### src/hdl/trv_consts.svh
`ifndef TRV_CONSTS_SVH
`define TRV_CONSTS_SVH

// ****************************************
// Register offsets (byte addresses)
// ****************************************
`define TRV_ADDR_W        8
`define TRV_OFS_CTRL      8'h00
`define TRV_OFS_STATUS    8'h10
`define TRV_OFS_MODE12    8'h18
`define TRV_OFS_MODE34    8'h1C
`define TRV_OFS_ENABLE    8'h20
`define TRV_OFS_COUNTER   8'h24
`define TRV_OFS_RELOAD    8'h2C
`define TRV_OFS_CHAN1     8'h34
`define TRV_OFS_CHAN2     8'h38
`define TRV_OFS_CHAN3     8'h3C
`define TRV_OFS_CHAN4     8'h40

// ****************************************
// Field positions
// ****************************************
`define TRV_CTRL_COUNT_EN   0
`define TRV_CTRL_RELOAD_PRE 7
`define TRV_MODE_HI_SHIFT   8
`define TRV_MODE_PRE        3
`define TRV_ENABLE_STRIDE   4
`define TRV_STATUS_RUN      0
`define TRV_STATUS_REF      4
`define TRV_STATUS_INPUT    8

// ****************************************
// Reset values and masks
// ****************************************
`define TRV_RST_RELOAD    32'hFFFFFFFF
`define TRV_RST_CHAN      32'h00000000
`define TRV_NARROW_MASK   32'h0000FFFF

`endif

### src/hdl/trv_pkg.sv
`include "trv_consts.svh"

package trv_pkg;

  typedef enum logic [1:0] {
    TRV_DIR_OUT  = 2'b00,
    TRV_DIR_OWN  = 2'b01,
    TRV_DIR_PAIR = 2'b10,
    TRV_DIR_TRIG = 2'b11
  } trv_dir_t;

  typedef enum logic [1:0] {
    TRV_APB_IDLE = 2'b01,
    TRV_APB_DONE = 2'b10
  } trv_apb_state_t;

  typedef struct packed {
    logic [7:0]  addr;
    logic        write;
    logic [31:0] wdata;
  } trv_bus_req_t;

  typedef struct packed {
    trv_dir_t dir;
    logic     preload;
    logic     cap_en;
  } trv_chan_cfg_t;

  typedef struct packed {
    logic own;
    logic pair;
    logic trig;
  } trv_cap_src_t;

  // Narrow instances keep only the low half
  function automatic logic [31:0] trv_fit(input logic [31:0] v, input logic wide);
    trv_fit = wide ? v : (v & `TRV_NARROW_MASK);
  endfunction

  function automatic logic trv_is_input(input trv_dir_t d);
    trv_is_input = (d != TRV_DIR_OUT);
  endfunction

endpackage

### src/hdl/trv_apb_slave.sv
`timescale 1ns/1ps
`include "trv_consts.svh"

module trv_apb_slave (
  // Clock and reset
  input  logic                clock,
  input  logic                reset_n,
  // APB
  input  logic                psel,
  input  logic                penable,
  input  logic                pwrite,
  input  logic [7:0]          paddr,
  input  logic [31:0]         pwdata,
  output logic [31:0]         prdata,
  output logic                pready,
  output logic                pslverr,
  // Register side
  output trv_pkg::trv_bus_req_t req,
  output logic                wr_commit,
  input  logic [31:0]         rd_data,
  input  logic                addr_hit
);

  trv_pkg::trv_apb_state_t state_ff;
  trv_pkg::trv_apb_state_t nxt_state;
  logic [31:0]             prdata_ff;
  logic                    hit_ff;
  wire                     access = psel & penable;
  wire                     fetch  = access & (state_ff == trv_pkg::TRV_APB_IDLE);

  assign req       = '{addr: paddr, write: pwrite, wdata: pwdata};
  assign pready    = access & (state_ff == trv_pkg::TRV_APB_DONE);
  assign pslverr   = pready & ~hit_ff;
  assign wr_commit = pready & pwrite & hit_ff;
  assign prdata    = prdata_ff;
  assign nxt_state = fetch ? trv_pkg::TRV_APB_DONE : trv_pkg::TRV_APB_IDLE;

  // One wait state lets read data leave a flip-flop
  always_ff @(posedge clock) begin
    if (!reset_n) begin
      state_ff  <= trv_pkg::TRV_APB_IDLE;
      prdata_ff <= 32'h00000000;
      hit_ff    <= 1'b0;
    end else begin
      state_ff <= nxt_state;
      if (fetch) begin
        prdata_ff <= (addr_hit && !pwrite) ? rd_data : 32'h00000000;
        hit_ff    <= addr_hit;
      end
    end
  end

endmodule

### src/hdl/trv_channel.sv
`timescale 1ns/1ps
`include "trv_consts.svh"

module trv_channel #(
  parameter bit WIDE = 1'b1
) (
  // Clock and reset
  input  logic                  clock,
  input  logic                  reset_n,
  // Configuration and events
  input  trv_pkg::trv_chan_cfg_t cfg,
  input  trv_pkg::trv_cap_src_t  cap_src,
  input  logic                  update_event,
  input  logic [31:0]           counter_value,
  // Software write
  input  logic                  wr_strobe,
  input  logic [31:0]           wdata,
  // Results
  output logic [31:0]           value,
  output logic [31:0]           active,
  output logic                  output_ref
);

  logic [31:0] value_ff;
  logic [31:0] active_ff;
  logic        ref_ff;
  logic [31:0] nxt_value;
  wire         is_input = trv_pkg::trv_is_input(cfg.dir);
  wire         sel_evt  = (cfg.dir == trv_pkg::TRV_DIR_OWN)  ? cap_src.own  :
                          (cfg.dir == trv_pkg::TRV_DIR_PAIR) ? cap_src.pair :
                          (cfg.dir == trv_pkg::TRV_DIR_TRIG) ? cap_src.trig : 1'b0;
  wire         cap_take = is_input & cfg.cap_en & sel_evt;
  wire         wr_take  = wr_strobe & ~is_input;

  assign nxt_value  = cap_take ? trv_pkg::trv_fit(counter_value, WIDE) :
                      wr_take  ? trv_pkg::trv_fit(wdata, WIDE) : value_ff;
  assign value      = value_ff;
  assign active     = active_ff;
  assign output_ref = ref_ff;

  always_ff @(posedge clock) begin
    if (!reset_n) begin
      value_ff  <= `TRV_RST_CHAN;
      active_ff <= `TRV_RST_CHAN;
      ref_ff    <= 1'b0;
    end else begin
      value_ff <= nxt_value;
      if (!is_input && !cfg.preload) begin
        active_ff <= nxt_value;
      end else if (!is_input && update_event) begin
        active_ff <= value_ff;
      end
      ref_ff <= ~is_input & (trv_pkg::trv_fit(counter_value, WIDE) < active_ff);
    end
  end

endmodule

### src/hdl/trv_top.sv
// Chosen here: the APB register port.
`timescale 1ns/1ps
`include "trv_consts.svh"

// Summary of operation
// - Written reload value feeds active reload
// - Counter held while reload value is zero
// - Upper halves exist only on wide instances
// - Preload off: compare write goes active immediately
// - Preload on: compare moves at update event
// - Active compare versus counter drives output reference
// - Input mode captures counter at capture event
// - Input mode ignores software compare writes
// - Direction field picks compare or capture behaviour
// - Direction 00 output; 01 own, 10 pair, 11 trigger
// - Capture happens only with capture enable set
module trv_top #(
  parameter bit WIDE_TIMER = 1'b1
) (
  // Clock and reset
  input  logic        clock,
  input  logic        reset_n,
  // APB
  input  logic        psel,
  input  logic        penable,
  input  logic        pwrite,
  input  logic [7:0]  paddr,
  input  logic [31:0] pwdata,
  output logic [31:0] prdata,
  output logic        pready,
  output logic        pslverr,
  // Timer core
  input  logic [31:0] counter_value,
  input  logic        update_event,
  input  logic [3:0]  chan_capture_event,
  input  logic        trigger_capture_event,
  output logic [31:0] reload_value,
  output logic        count_enable,
  // Channel results
  output logic [3:0]  chan_output_ref,
  output logic [3:0]  chan_is_input
);

  // ****************************************
  // Declarations
  // ****************************************
  trv_pkg::trv_bus_req_t  req;
  trv_pkg::trv_chan_cfg_t chan_cfg     [4];
  trv_pkg::trv_cap_src_t  chan_src     [4];
  trv_pkg::trv_dir_t      dir_ff       [4];
  trv_pkg::trv_dir_t      nxt_dir      [4];
  logic [3:0]             preload_ff;
  logic [3:0]             nxt_preload;
  logic [3:0]             cap_en_ff;
  logic [3:0]             nxt_cap_en;
  logic [31:0]            chan_value   [4];
  logic [31:0]            chan_active  [4];
  logic [3:0]             chan_wr;
  logic [3:0]             chan_ref;
  logic                   wr_commit;
  logic [31:0]            rd_data;
  logic                   addr_hit;
  logic                   count_en_ff;
  logic                   reload_pre_en_ff;
  logic [31:0]            reload_pre_ff;
  logic [31:0]            reload_act_ff;
  logic [31:0]            nxt_reload_pre;
  logic [31:0]            mode12_rd;
  logic [31:0]            mode34_rd;
  logic [31:0]            enable_rd;
  logic [31:0]            ctrl_rd;
  logic [31:0]            status_rd;
  logic                   run_ff;

  // ****************************************
  // Bus slave
  // ****************************************
  trv_apb_slave u_apb (
    .clock     (clock),
    .reset_n   (reset_n),
    .psel      (psel),
    .penable   (penable),
    .pwrite    (pwrite),
    .paddr     (paddr),
    .pwdata    (pwdata),
    .prdata    (prdata),
    .pready    (pready),
    .pslverr   (pslverr),
    .req       (req),
    .wr_commit (wr_commit),
    .rd_data   (rd_data),
    .addr_hit  (addr_hit)
  );

  // ****************************************
  // Address decode
  // ****************************************
  wire hit_ctrl    = (req.addr == `TRV_OFS_CTRL);
  wire hit_status  = (req.addr == `TRV_OFS_STATUS);
  wire hit_mode12  = (req.addr == `TRV_OFS_MODE12);
  wire hit_mode34  = (req.addr == `TRV_OFS_MODE34);
  wire hit_enable  = (req.addr == `TRV_OFS_ENABLE);
  wire hit_counter = (req.addr == `TRV_OFS_COUNTER);
  wire hit_reload  = (req.addr == `TRV_OFS_RELOAD);
  wire hit_chan1   = (req.addr == `TRV_OFS_CHAN1);
  wire hit_chan2   = (req.addr == `TRV_OFS_CHAN2);
  wire hit_chan3   = (req.addr == `TRV_OFS_CHAN3);
  wire hit_chan4   = (req.addr == `TRV_OFS_CHAN4);

  assign addr_hit = hit_ctrl | hit_status | hit_mode12 | hit_mode34 | hit_enable |
                    hit_counter | hit_reload | hit_chan1 | hit_chan2 | hit_chan3 | hit_chan4;

  wire wr_ctrl   = wr_commit & hit_ctrl;
  wire wr_mode12 = wr_commit & hit_mode12;
  wire wr_mode34 = wr_commit & hit_mode34;
  wire wr_enable = wr_commit & hit_enable;
  wire wr_reload = wr_commit & hit_reload;

  assign chan_wr = {wr_commit & hit_chan4, wr_commit & hit_chan3,
                    wr_commit & hit_chan2, wr_commit & hit_chan1};

  // ****************************************
  // Control register
  // ****************************************
  always_ff @(posedge clock) begin
    if (!reset_n) begin
      count_en_ff      <= 1'b0;
      reload_pre_en_ff <= 1'b0;
    end else if (wr_ctrl) begin
      count_en_ff      <= req.wdata[`TRV_CTRL_COUNT_EN];
      reload_pre_en_ff <= req.wdata[`TRV_CTRL_RELOAD_PRE];
    end
  end

  assign ctrl_rd = {24'h000000, reload_pre_en_ff, 6'h00, count_en_ff};

  // ****************************************
  // Channel mode and enable registers
  // ****************************************
  // A live channel keeps its direction, so a capture source never flips mid-use
  genvar gi;
  generate
    for (gi = 0; gi < 4; gi++) begin : g_mode
      localparam int BASE = (gi % 2) * `TRV_MODE_HI_SHIFT;
      wire wr_mode = (gi < 2) ? wr_mode12 : wr_mode34;

      assign nxt_cap_en[gi]  = wr_enable ? req.wdata[gi * `TRV_ENABLE_STRIDE] : cap_en_ff[gi];
      assign nxt_preload[gi] = wr_mode ? req.wdata[BASE + `TRV_MODE_PRE] : preload_ff[gi];
      assign nxt_dir[gi]     = (wr_mode && !cap_en_ff[gi]) ?
                               trv_pkg::trv_dir_t'(req.wdata[BASE +: 2]) : dir_ff[gi];

      always_ff @(posedge clock) begin
        if (!reset_n) begin
          dir_ff[gi]     <= trv_pkg::TRV_DIR_OUT;
          preload_ff[gi] <= 1'b0;
          cap_en_ff[gi]  <= 1'b0;
        end else begin
          dir_ff[gi]     <= nxt_dir[gi];
          preload_ff[gi] <= nxt_preload[gi];
          cap_en_ff[gi]  <= nxt_cap_en[gi];
        end
      end

      assign chan_cfg[gi] = '{dir: dir_ff[gi], preload: preload_ff[gi], cap_en: cap_en_ff[gi]};
      assign chan_src[gi] = '{own:  chan_capture_event[gi],
                              pair: chan_capture_event[gi ^ 1],
                              trig: trigger_capture_event};
      assign chan_is_input[gi] = trv_pkg::trv_is_input(dir_ff[gi]);
    end
  endgenerate

  assign mode12_rd = {16'h0000, 4'h0, preload_ff[1], 1'b0, dir_ff[1],
                      4'h0, preload_ff[0], 1'b0, dir_ff[0]};
  assign mode34_rd = {16'h0000, 4'h0, preload_ff[3], 1'b0, dir_ff[3],
                      4'h0, preload_ff[2], 1'b0, dir_ff[2]};
  assign enable_rd = {16'h0000, 3'h0, cap_en_ff[3], 3'h0, cap_en_ff[2],
                      3'h0, cap_en_ff[1], 3'h0, cap_en_ff[0]};

  // ****************************************
  // Reload value
  // ****************************************
  assign nxt_reload_pre = wr_reload ? trv_pkg::trv_fit(req.wdata, WIDE_TIMER) : reload_pre_ff;

  always_ff @(posedge clock) begin
    if (!reset_n) begin
      reload_pre_ff <= trv_pkg::trv_fit(`TRV_RST_RELOAD, WIDE_TIMER);
      reload_act_ff <= trv_pkg::trv_fit(`TRV_RST_RELOAD, WIDE_TIMER);
    end else begin
      reload_pre_ff <= nxt_reload_pre;
      if (!reload_pre_en_ff) begin
        reload_act_ff <= nxt_reload_pre;
      end else if (update_event) begin
        reload_act_ff <= reload_pre_ff;
      end
    end
  end

  // Run gate is registered; the direct nonzero-reload term still stops the counter in the cycle a zero reload goes active
  always_ff @(posedge clock) begin
    if (!reset_n) begin
      run_ff <= 1'b0;
    end else begin
      run_ff <= count_en_ff & (reload_act_ff != 32'h00000000);
    end
  end

  assign reload_value = reload_act_ff;
  assign count_enable = run_ff & (reload_act_ff != 32'h00000000);

  // ****************************************
  // Channels
  // ****************************************
  generate
    for (gi = 0; gi < 4; gi++) begin : g_chan
      trv_channel #(
        .WIDE (WIDE_TIMER)
      ) u_chan (
        .clock         (clock),
        .reset_n       (reset_n),
        .cfg           (chan_cfg[gi]),
        .cap_src       (chan_src[gi]),
        .update_event  (update_event),
        .counter_value (counter_value),
        .wr_strobe     (chan_wr[gi]),
        .wdata         (req.wdata),
        .value         (chan_value[gi]),
        .active        (chan_active[gi]),
        .output_ref    (chan_ref[gi])
      );
    end
  endgenerate

  assign chan_output_ref = chan_ref;

  // ****************************************
  // Status and read back
  // ****************************************
  assign status_rd = {20'h00000, chan_is_input, chan_ref, 3'h0, count_enable};

  assign rd_data = hit_ctrl    ? ctrl_rd :
                   hit_status  ? status_rd :
                   hit_mode12  ? mode12_rd :
                   hit_mode34  ? mode34_rd :
                   hit_enable  ? enable_rd :
                   hit_counter ? trv_pkg::trv_fit(counter_value, WIDE_TIMER) :
                   hit_reload  ? reload_pre_ff :
                   hit_chan1   ? chan_value[0] :
                   hit_chan2   ? chan_value[1] :
                   hit_chan3   ? chan_value[2] :
                   hit_chan4   ? chan_value[3] : 32'h00000000;

endmodule

### config.mk
export PLATFORM = sky130hd
export DESIGN_NAME = trv_top
export DESIGN_NICKNAME = d
export VERILOG_FILES = /design/src/hdl/trv_pkg.sv /design/src/hdl/trv_apb_slave.sv /design/src/hdl/trv_channel.sv /design/src/hdl/trv_top.sv
export VERILOG_INCLUDE_DIRS = /design/src /design/src/hdl
export SDC_FILE = /design/constraint.sdc
export NUM_CORES = 1
export LEC_CHECK = 0
export BUFFER_PORTS_ARGS = -buffer_cell sky130_fd_sc_hd__buf_2
export CAP_MARGIN = 10
export CORE_ASPECT_RATIO = 0.6
export CORE_MARGIN = 4
export CORE_UTILIZATION = 40
export CTS_BUF_LIST = sky130_fd_sc_hd__clkbuf_8 sky130_fd_sc_hd__clkbuf_16
export DETAILED_ROUTE_END_ITERATION = 8
export PLACE_DENSITY = 0.55
export SYNTH_ARGS = -nofsm -noshare
export SYNTH_HDL_FRONTEND = slang
export SYNTH_SLANG_ARGS = --single-unit
### constraint.sdc
create_clock -name clock -period 2.74 [get_ports clock]
set_clock_uncertainty 0.05 [all_clocks]
set_input_delay 0.411 -clock clock [delete_from_list [all_inputs] [get_ports clock]]
set_output_delay 0.411 -clock clock [all_outputs]
set_load 0.005 [all_outputs]
Word level (Yosys, flattened, before mapping)
Memories as Yosys holds them, arrays and structs flattened.
Index checks and enable logic that the tools add are counted.

word-level totals
  bits in registers = 370
  RAM bits = 8
  output and inout port bits = 75
  word-level logic and storage cells = 200
  memories = 1

cells by class
  order comparisons = 4
  eq/ne operators = 25
  multiplexer cells = 54
  bitwise operators = 52
  reductions and logical operators = 36

memories
  name    depth  width  read ports  clocked after Yosys merged registers in  write ports  RTL line       source
  dir_ff  4      2      4           0                                        4            trv_top.sv:50  trv_pkg::trv_dir_t dir_ff [4];

operator list
  kind                                                              count
  32-bit 2-to-1 mux                                                 31
  32-bit less-than comparator                                       4
  8-bit by 6-bit == test with 1-bit output (second input constant)  6
  1-bit AND                                                         33
  32-bit nonzero test                                               1
  8-bit by 5-bit == test with 1-bit output (second input constant)  3
  2-bit == test (second input constant)                             9
  2-bit 2-to-1 mux                                                  9
  2-bit nonzero test                                                8
  1-bit 2-to-1 mux                                                  14
  1-bit bitwise OR                                                  14
  1-bit logical AND                                                 13
  1-bit logical NOT                                                 13
  2-bit by 1-bit == test with 1-bit output (second input constant)  5
  8-bit by 7-bit == test with 1-bit output (second input constant)  1
  8-bit logical NOT                                                 1
  1-bit inverter                                                    5
  2-bit inequality test (second input constant)                     1

Logic depth before layout (Yosys ltp)
Gate-level depths: netlist of run 1.

  depth in word-level cells = 13
  gate-level depth with buffers = 10

Hierarchy
From an unflattened synthesis of run 1, not the netlist that was laid out.

unflattened totals
  cell total of the unflattened synthesis = 2394
  area, all modules = 22181.3 um2

modules (own cells, without submodules)
  module                              times used  cells an instance  area each (um2)  seq. area each (um2)
  trv_channel (g_chan[1].u_chan ...)  3           376                3646.0           1301.2
  trv_top                             1           690                5664.2           1661.6
  trv_channel (g_chan[0].u_chan)      1           376                3664.8           1301.2
  trv_apb_slave                       1           200                1914.3           700.7

Worst setup path after synthesis of run 1
OpenSTA, ideal clock, no wires.

  path type = input -> register
  from = input paddr[6]
  to = register g_chan[0].u_chan.active_ff[8]
  library setup time = 119 ps
  data arrival time = 2082 ps
  required time = 2571 ps
  setup slack = 489 ps
  cell stages on the path = 9
  buffers on the path = 3
  path through = clkbuf_1 -> nand2b_1 -> nor3_4 -> nand4_4 -> or3_1 -> clkbuf_1 -> buf_2 -> o221ai_1 -> nor2_1

on the way
  longest elaborated chain between the ends = 6

RTL lines
  element                                                    RTL line           source
  start, declared                                            trv_top.sv:27      input logic [7:0] paddr,
  8-bit by 6-bit == test with 1-bit output (no source line)  --
  1-bit AND                                                  trv_top.sv:120     wr_commit & hit_chan2, wr_commit & hit_chan1};
  1-bit AND                                                  trv_channel.sv:33  wire wr_take = wr_strobe & ~is_input;
  32-bit 2-to-1 mux                                          trv_channel.sv:36  wr_take ? trv_pkg::trv_fit(wdata, WIDE) : value_ff;
  32-bit 2-to-1 mux                                          trv_channel.sv:35  assign nxt_value = cap_take ? trv_pkg::trv_fit(counter_value, WIDE) :
  32-bit 2-to-1 mux                                          trv_channel.sv:48  if (!is_input && !cfg.preload) begin
  end signal, assigned                                       trv_channel.sv:44  active_ff <= `TRV_RST_CHAN;
  end signal, assigned                                       trv_channel.sv:49  active_ff <= nxt_value;
  end signal, assigned                                       trv_channel.sv:51  active_ff <= value_ff;
  end, declared                                              trv_channel.sv:25  logic [31:0] active_ff;

No other way between the ends.
A chain may end at the register's enable or synchronous reset.

Worst setup path in the final report of run 1
  from = register reload_act_ff[24], in the netlist reload_value[24]
  to = output count_enable

on the way
  longest elaborated chain between the ends = 2

RTL lines
  element                 RTL line        source
  start, declared         trv_top.sv:66   logic [31:0] reload_act_ff;
  start signal, assigned  trv_top.sv:187  reload_act_ff <= trv_pkg::trv_fit(`TRV_RST_RELOAD, WIDE_TIMER);
  start signal, assigned  trv_top.sv:191  reload_act_ff <= nxt_reload_pre;
  start signal, assigned  trv_top.sv:193  reload_act_ff <= reload_pre_ff;
  32-bit nonzero test     trv_top.sv:208  assign count_enable = run_ff & (reload_act_ff != 32'h00000000);
  1-bit AND               trv_top.sv:208
  end, declared           trv_top.sv:38   output logic count_enable,

No other way between the ends.

==> results by group, run 1 <==
Power
  – Total power density per cell area: 501.1 mW/mm^2
  – Peak ir drop on the vdd network: 403.5 uV
  – Static leakage: 10.43 nW

GRT
  – GRT Resource Usage Total: 0.3128
  – Number of global-route vias before repair: 19407
  – GR Overflow Total: 0
  – Wire length of the first global-routing pass: 135100 um
  – Antenna violations before repair: 6
  – Maximum number of pins on one net before global-route repair: 112

Final layout
  – Most frequent standard cell in the layout excluding fill and tap cells: dfxtp_1
  – Number of nets at the end of the flow: 2900
  – Commonest cells after routing, fill and taps aside: dfxtp_1 (378), nor2_1 (315), mux2i_1 (232)
  – Final cell area excluding filler cells: 0.02472 mm^2
  – Post-synthesis to final-layout area growth: 15.65%
  – Ratio of cells with drive above 1 in the final layout: 0.1497

Run
  – Max-Cap Viols: 0

Yosys
  – Cells after Synth: 2576
  – Post-synthesis register bit count: 378
  – Number of nets produced by synthesis: 2783
  – Most used flip-flop cell after synthesis: dfxtp_1
  – Share of flip-flops with an asynchronous set or reset: 0
  – Fraction of the yosys area taken by sequential cells: 0.3540
  – Yosys Warn Count: 0
  – Cell area after synthesis: 0.02138 mm^2
  – Count of distinct cell types in the synthesized netlist: 70
  – Synthesized area divided by synthesized cell count: 8.298 um^2
  – Post-synth EDFFs: 0

Timing
  – Final Hold Viols: 0
  – Worst-Margin Slew: 1121 ps
  – Number of max-slew violations in the final report: 0
  – Setup repair after global routing missed its margin: no
  – Highest clock frequency the design can meet: 406.8 MHz
  – Relative max-transition margin: 0.2450
  – Post-route fraction of the period consumed by the critical path: 0.8971
  – Min Clock Period, post-route: 2458 ps
  – Final-report setup violation count: 0
  – Fin Setup TNS: 0 ps

Floorplanning
  – Initial core utilization: 0.4056
  – Full die area: 0.05733 mm^2
  – Die Span X: 306.4 um
  – Die height: 187.1 um
  – Rows: 65
  – Core box area: 0.05270 mm^2
  – Top Ports: 158

Critical path
  – Critical Path Max Stage Delay: 330 ps
  – Crit-path max FO: 3
  – Worst Path Class, Setup: reg2out
  – Data arrival at the endpoint of the critical path: 2000 ps
  – Critical Path, Cell by Cell: nor4_1 -> nand4_1 -> o21ai_0 -> inv_1 -> buf_2
  – CP required: 2280 ps
  – Largest delay share family, worst path: simple AND/OR/NAND/NOR gates
  – Type of element capturing the critical path: output port
  – Crit path launch type: register
  – Highest-delay cell along the critical path: nor4_1
  – Number of buffers and inverters on the critical path: 2

Clocking
  – Total clock sinks: 378
  – Clock root cell: clkbuf_16
  – Post-cts sizing count: 0
  – Number of buffers inserted by post-CTS setup repair: 0
  – Clock tree from TritonCTS: done
  – Maximum clock insertion buffer count: 3
  – H-Tree Depth: 2
  – Number of buffers created by CTS: 39
  – Clk Latency, worst-skew pair: 560 ps
  – Clock-pin slew on the worst setup and hold paths: 70 ps
  – Hold buffer count at cts: 0

Detailed routing
  – 1st-iter DRT viols: 2536
  – Routed WL per cell: 27.23 um
  – Via density per instance: 6.134
  – Post-route ant nets: 0
  – Aggregate routed wire length: 93280 um
  – DRC Markers: 0
  – DRT Pass-1 Iters: 8
  – Routed via count: 21010

Worst hold path
  – Classification of the worst-slack hold path: in2reg

Placed design
  – HPWL reported at the end of detailed placement: 69100 um
  – Final GP Congestion: 1.009
  – Port bufs: 157
  – Placed cell areas: 0.02339 mm^2

Status
  – Status: completed
==> metal layers <==
layer | part of all wire | global-route usage | wire length (um) | vias to the layer above
li1 | - | - | - | 9545
met1 | 0.48 | 0.4980 | 44660 | 10212
met2 | 0.37 | 0.3988 | 34140 | 1157
met3 | 0.14 | 0.1101 | 13290 | 94
met4 | 0.013 | 0.04845 | 1180 | 2
met5 | 0.00012 | 0 | 11 | -
==> worst reg2reg max path: cells and delay by family, from the launching register on <==
kind	cells	cell delay, ps
muxes	2	510
DFF	1	320
buffers and inverters	2	530
and+or+nand+nor	4	780
==> registers in the layout, indices dropped and copies added, names as in the netlist <==
signal,count
g_chan.u_chan.active,128
g_chan.u_chan.value,128
reload_pre_ff,32
reload_value,32
u_apb.prdata,32
dir_ff,8
cap_en_ff,4
chan_cfg,4
g_chan.u_chan.output_ref,4
u_apb.state_ff,2
count_en_ff,1
reload_pre_en_ff,1
run_ff,1
u_apb.hit_ff,1
==> logic make-up (layout without fill, tap and decap cells) <==
kind of cell | after synthesis | count (layout) | synth area share
AOI/OAI and AO/OA | 724 | 724 | 0.2268
xor gates and xnor gates | 1 | 1 | 0.0004098
adders and majority gates | 124 | 124 | 0.07258
buffers and inverters | 358 | 501 | 0.06737
DFF | 378 | 378 | 0.3540
muxes | 268 | 268 | 0.1276
other | 0 | 3 | 0
and+or+nand+nor | 723 | 723 | 0.1512
==> through the flow <==
stage | power, mW | hold WS (ps) | utilization | worst slack, ps | instances
floorplan | 6.127 | 369.8 | - | 489.1 | 2576
global placement | 6.705 | 389.8 | 0.4438 | 232.8 | 3355
detailed placement | 6.716 | 389.8 | 0.4438 | 177.6 | 3355
CTS | 12.35 | 52.46 | 0.4689 | 179.4 | 3422
global route | 12.68 | 63.39 | 0.4690 | 147.0 | 3424
finish | 12.39 | 61.50 | 0.4691 | 282.0 | 3425
==> synth_stat cells, types with 4 or more instances <==
cell | number | area, um^2
o2bb2ai_1 | 4 | 35.03
a21o_1 | 7 | 52.55
a22o_1 | 7 | 61.31
and3_1 | 7 | 43.79
buf_2 | 28 | 140.1
mux2_2 | 36 | 405.4
o211a_1 | 22 | 220.2
clkbuf_1 | 150 | 563.0
ha_1 | 124 | 1551
a2111oi_0 | 4 | 35.03
o21ai_0 | 164 | 820.8
buf_4 | 16 | 120.1
nor3_1 | 7 | 35.03
o31ai_1 | 4 | 30.03
a32oi_1 | 4 | 35.03
o221ai_1 | 61 | 534.3
a21boi_0 | 12 | 90.09
nor4_1 | 13 | 81.33
nand2b_1 | 10 | 62.56
a21oi_1 | 134 | 670.6
o21ai_1 | 10 | 50.05
nand2_1 | 223 | 837.1
mux2i_1 | 232 | 2322
nand4_1 | 21 | 131.4
o32ai_1 | 23 | 201.4
and2_1 | 25 | 156.4
a22oi_1 | 30 | 225.2
a221oi_1 | 13 | 113.9
nor2b_1 | 13 | 81.33
buf_1 | 7 | 26.28
nand3_1 | 50 | 250.2
dfxtp_1 | 378 | 7567
or3_1 | 8 | 50.05
inv_1 | 154 | 578.1
a211oi_1 | 128 | 960.9
nor2_1 | 317 | 1190
o22ai_1 | 31 | 193.9
o21a_1 | 17 | 127.6
o211ai_1 | 30 | 225.2
nand4b_1 | 4 | 35.03
==> power breakdown <==
| part | switching, mW | internal (mW) | total (mW) |
|---|---|---|---|
| logic | 0.825 | 0.319 | 1.14 |
| registers | 0.00878 | 5.50 | 5.51 |
| clock network | 2.52 | 3.22 | 5.74 |
==> worst paths after layout <==
kind                            cells past startpoint                             to  slack (ps)                     startpoint
worst max-delay path                                5                   count_enable         280  reload_value[24]$_SDFFE_PN1P_
worst min-delay path                                2   u_apb.state_ff[0]$_SDFF_PN1_          60                        reset_n
worst max register to register                      8  reload_value[22]$_SDFFE_PN1P_         430   u_apb.state_ff[0]$_SDFF_PN1_
worst min register to register                      2  u_apb.prdata[24]$_SDFFE_PN0P_         400  u_apb.prdata[24]$_SDFFE_PN0P_
==> cell type report <==
class / count / area (um^2)
flip-flops and latches: 378 / 7567
clock inverters: 20 / 239.0
fillers: 5182 / 27980
clock buffers: 47 / 1086
multi-input cells: 1840 / 12430
inverters: 156 / 588.1
repair buffers: 278 / 1926
diodes: 3 / 7.507
well taps: 703 / 879.6
No activity file was read; power rests on OpenSTA's default activity.
==> run 2: changes to the inputs <==
--- a/config.mk
+++ b/config.mk
@@ -7,13 +7,12 @@
 export NUM_CORES = 1
 export LEC_CHECK = 0
 export BUFFER_PORTS_ARGS = -buffer_cell sky130_fd_sc_hd__buf_2
-export CAP_MARGIN = 10
+export CAP_MARGIN = 20
 export CORE_ASPECT_RATIO = 0.6
 export CORE_MARGIN = 4
 export CORE_UTILIZATION = 40
 export CTS_BUF_LIST = sky130_fd_sc_hd__clkbuf_8 sky130_fd_sc_hd__clkbuf_16
 export DETAILED_ROUTE_END_ITERATION = 8
-export PLACE_DENSITY = 0.55
 export SYNTH_ARGS = -nofsm -noshare
 export SYNTH_HDL_FRONTEND = slang
 export SYNTH_SLANG_ARGS = --single-unit
==> constraint.sdc (replaced) <==
create_clock -name clock -period 2.74 [get_ports clock]
set_clock_uncertainty 0.05 [all_clocks]
set_input_delay 0.274 -clock clock [delete_from_list [all_inputs] [get_ports clock]]
set_output_delay 0.274 -clock clock [all_outputs]
set_load 0.005 [all_outputs]
==> results by group, run 2 (same netlist as run 1, synthesis figures left out) <==
GRT
  – Met2 usage in global routing: 0.3993
  – Number of global-route vias before repair: 19413
  – GR Overflow Total: 0
  – Maximum number of pins on one net before global-route repair: 158
  – GRT Resource Usage Total: 0.3097
  – Antenna violations before repair: 4
  – Global routing usage on met3: 0.1136
  – Global Route met1 Usage: 0.4854
  – Wire length of the first global-routing pass: 133700 um
  – Most utilized layer in the global route result: met1

Detailed routing
  – Routed WL per cell: 27.19 um
  – Post-route ant nets: 0
  – DRT Pass-1 Iters: 6
  – DRC Markers: 0
  – Via density per instance: 6.217
  – Routed via count: 21262
  – Aggregate routed wire length: 92990 um
  – 1st-iter DRT viols: 3224

Run
  – Max-Cap Viols: 0

Floorplanning
  – Initial core utilization: 0.4056
  – Top Ports: 158
  – Core box area: 0.05270 mm^2
  – Die height: 187.1 um
  – Rows: 65
  – Die Span X: 306.4 um
  – Full die area: 0.05733 mm^2

Clocking
  – Clk Latency, worst-skew pair: 570 ps
  – Clock tree from TritonCTS: done
  – Maximum clock insertion buffer count: 3
  – Clock root cell: clkbuf_16
  – Clock-pin slew on the worst setup and hold paths: 60 ps
  – Number of buffers created by CTS: 40
  – H-Tree Depth: 2
  – Total clock sinks: 378
  – Post-cts sizing count: 0

Timing
  – Setup repair after global routing missed its margin: no
  – Final-report setup violation count: 0
  – Min Clock Period, post-route: 2733 ps
  – Relative max-transition margin: 0.3756
  – Setup WS post-layout: 7.275 ps
  – Final Hold Viols: 0
  – Number of max-slew violations in the final report: 0
  – Post-route fraction of the period consumed by the critical path: 0.9973
  – Highest clock frequency the design can meet: 365.9 MHz
  – Worst-Margin Slew: 936.6 ps
  – Worst hold slack: 75.35 ps
  – Fin Setup TNS: 0 ps

Final layout
  – Commonest cells after routing, fill and taps aside: dfxtp_1 (378), nor2_1 (315), mux2i_1 (232)
  – Final cell area excluding filler cells: 0.02465 mm^2
  – Ratio of cells with drive above 1 in the final layout: 0.1458
  – Number of nets at the end of the flow: 2891
  – Post-synthesis to final-layout area growth: 15.29%
  – Fillcell total: 5170
  – Most frequent standard cell in the layout excluding fill and tap cells: dfxtp_1

Critical path
  – CP required: 2420 ps
  – Crit path launch type: register
  – Data arrival at the endpoint of the critical path: 2410 ps
  – Worst Path Class, Setup: reg2out
  – Highest-delay cell along the critical path: nor4_1
  – Crit-path max FO: 3
  – Depth of the worst register-to-register path: 7
  – Type of element capturing the critical path: output port
  – Critical Path, Cell by Cell: nor4_1 -> nand4_1 -> o21ai_0 -> inv_1 -> buf_2
  – Critical Path Max Stage Delay: 470 ps

Placed design
  – Placed cell areas: 0.02326 mm^2
  – Pre-CTS setup slack: 201.1 ps
  – HPWL reported at the end of detailed placement: 68770 um
  – Port bufs: 157
  – Final GP Congestion: 1.085

Power
  – Peak ir drop on the vdd network: 410.2 uV
  – Static leakage: 10.41 nW
  – Total power density per cell area: 502.0 mW/mm^2

Worst hold path
  – Classification of the worst-slack hold path: in2reg
  – Number of cells on the worst hold path: 3

Status
  – Status: completed
## run 2: changes by cell type in the layout (fill, tap and decap cells not counted), sizes merged
cell / delta
dlygate4sd3: +1
inv: +9
clkinv: -3
buf: -11
clkinvlp: -1
clkbuf: +3
bufinv: -1
diode: -2
## run 2: path summary, 6_finish.rpt
path / start / to / slack [ps]
min: counter_value[31] / g_chan[0].u_chan.value[31]$_SDFF_PN0_ / 80
max reg2reg: u_apb.state_ff[0]$_SDFF_PN1_ / reload_value[4]$_SDFFE_PN1P_ / 260
min reg2reg: u_apb.prdata[27]$_SDFFE_PN0P_ / u_apb.prdata[27]$_SDFFE_PN0P_ / 410
max: reload_value[16]$_SDFFE_PN1P_ / count_enable / 7
## run 2: routing by layer
metal,routed length [um],up-vias
met5,0,-
met4,1593,0
met3,14080,138
met2,34280,1230
met1,43030,10354
li1,-,9540
## run 2: repair_timing
| item | CTS | global route |
|---|---|---|
| hold buffers | 1 | 0 |
| setup buffers | 0 | 0 |
| endpoints found under the hold margin | 3 | 0 |
| endpoints found under the setup margin | 0 | 0 |
## run 2: final cells by class
type | count | area (um^2) | area share
Multi-Input combinational cell | 1840 | 12430 | 0.5043
Sequential cell | 378 | 7567 | 0.3070
Timing Repair Buffer | 268 | 1828 | 0.07417
Clock buffer | 50 | 1150 | 0.04665
Tap cell | 703 | 879.6 | 0.03569
Inverter | 156 | 588.1 | 0.02386
Clock inverter | 24 | 202.7 | 0.008224
Antenna cell | 1 | 2.502 | 0.0001015
## run 2: power breakdown
group	switching [mW]	internal [mW]	total (mW)
clock	2.48	3.26	5.74
sequential	0.00953	5.50	5.51
combinational	0.811	0.311	1.12
total	3.30	9.07	12.4
## run 2: worst max-delay path: cells and delay by family, from the launching register on
family	cells	cell delay, ps
and+or+nand+nor	2	850
buffers and inverters	2	210
AOI/OAI and AO/OA	1	470
DFF	1	330
## run 2: stage by stage
stage                     power [mW]  utilization  std cells
after detailed placement       6.690       0.4414       3343
after floorplan                6.127            -       2576
final                          12.37       0.4677       3420
after global routing           12.67       0.4676       3419
after global placement         6.684       0.4414       3343
after CTS                      12.36       0.4672       3418
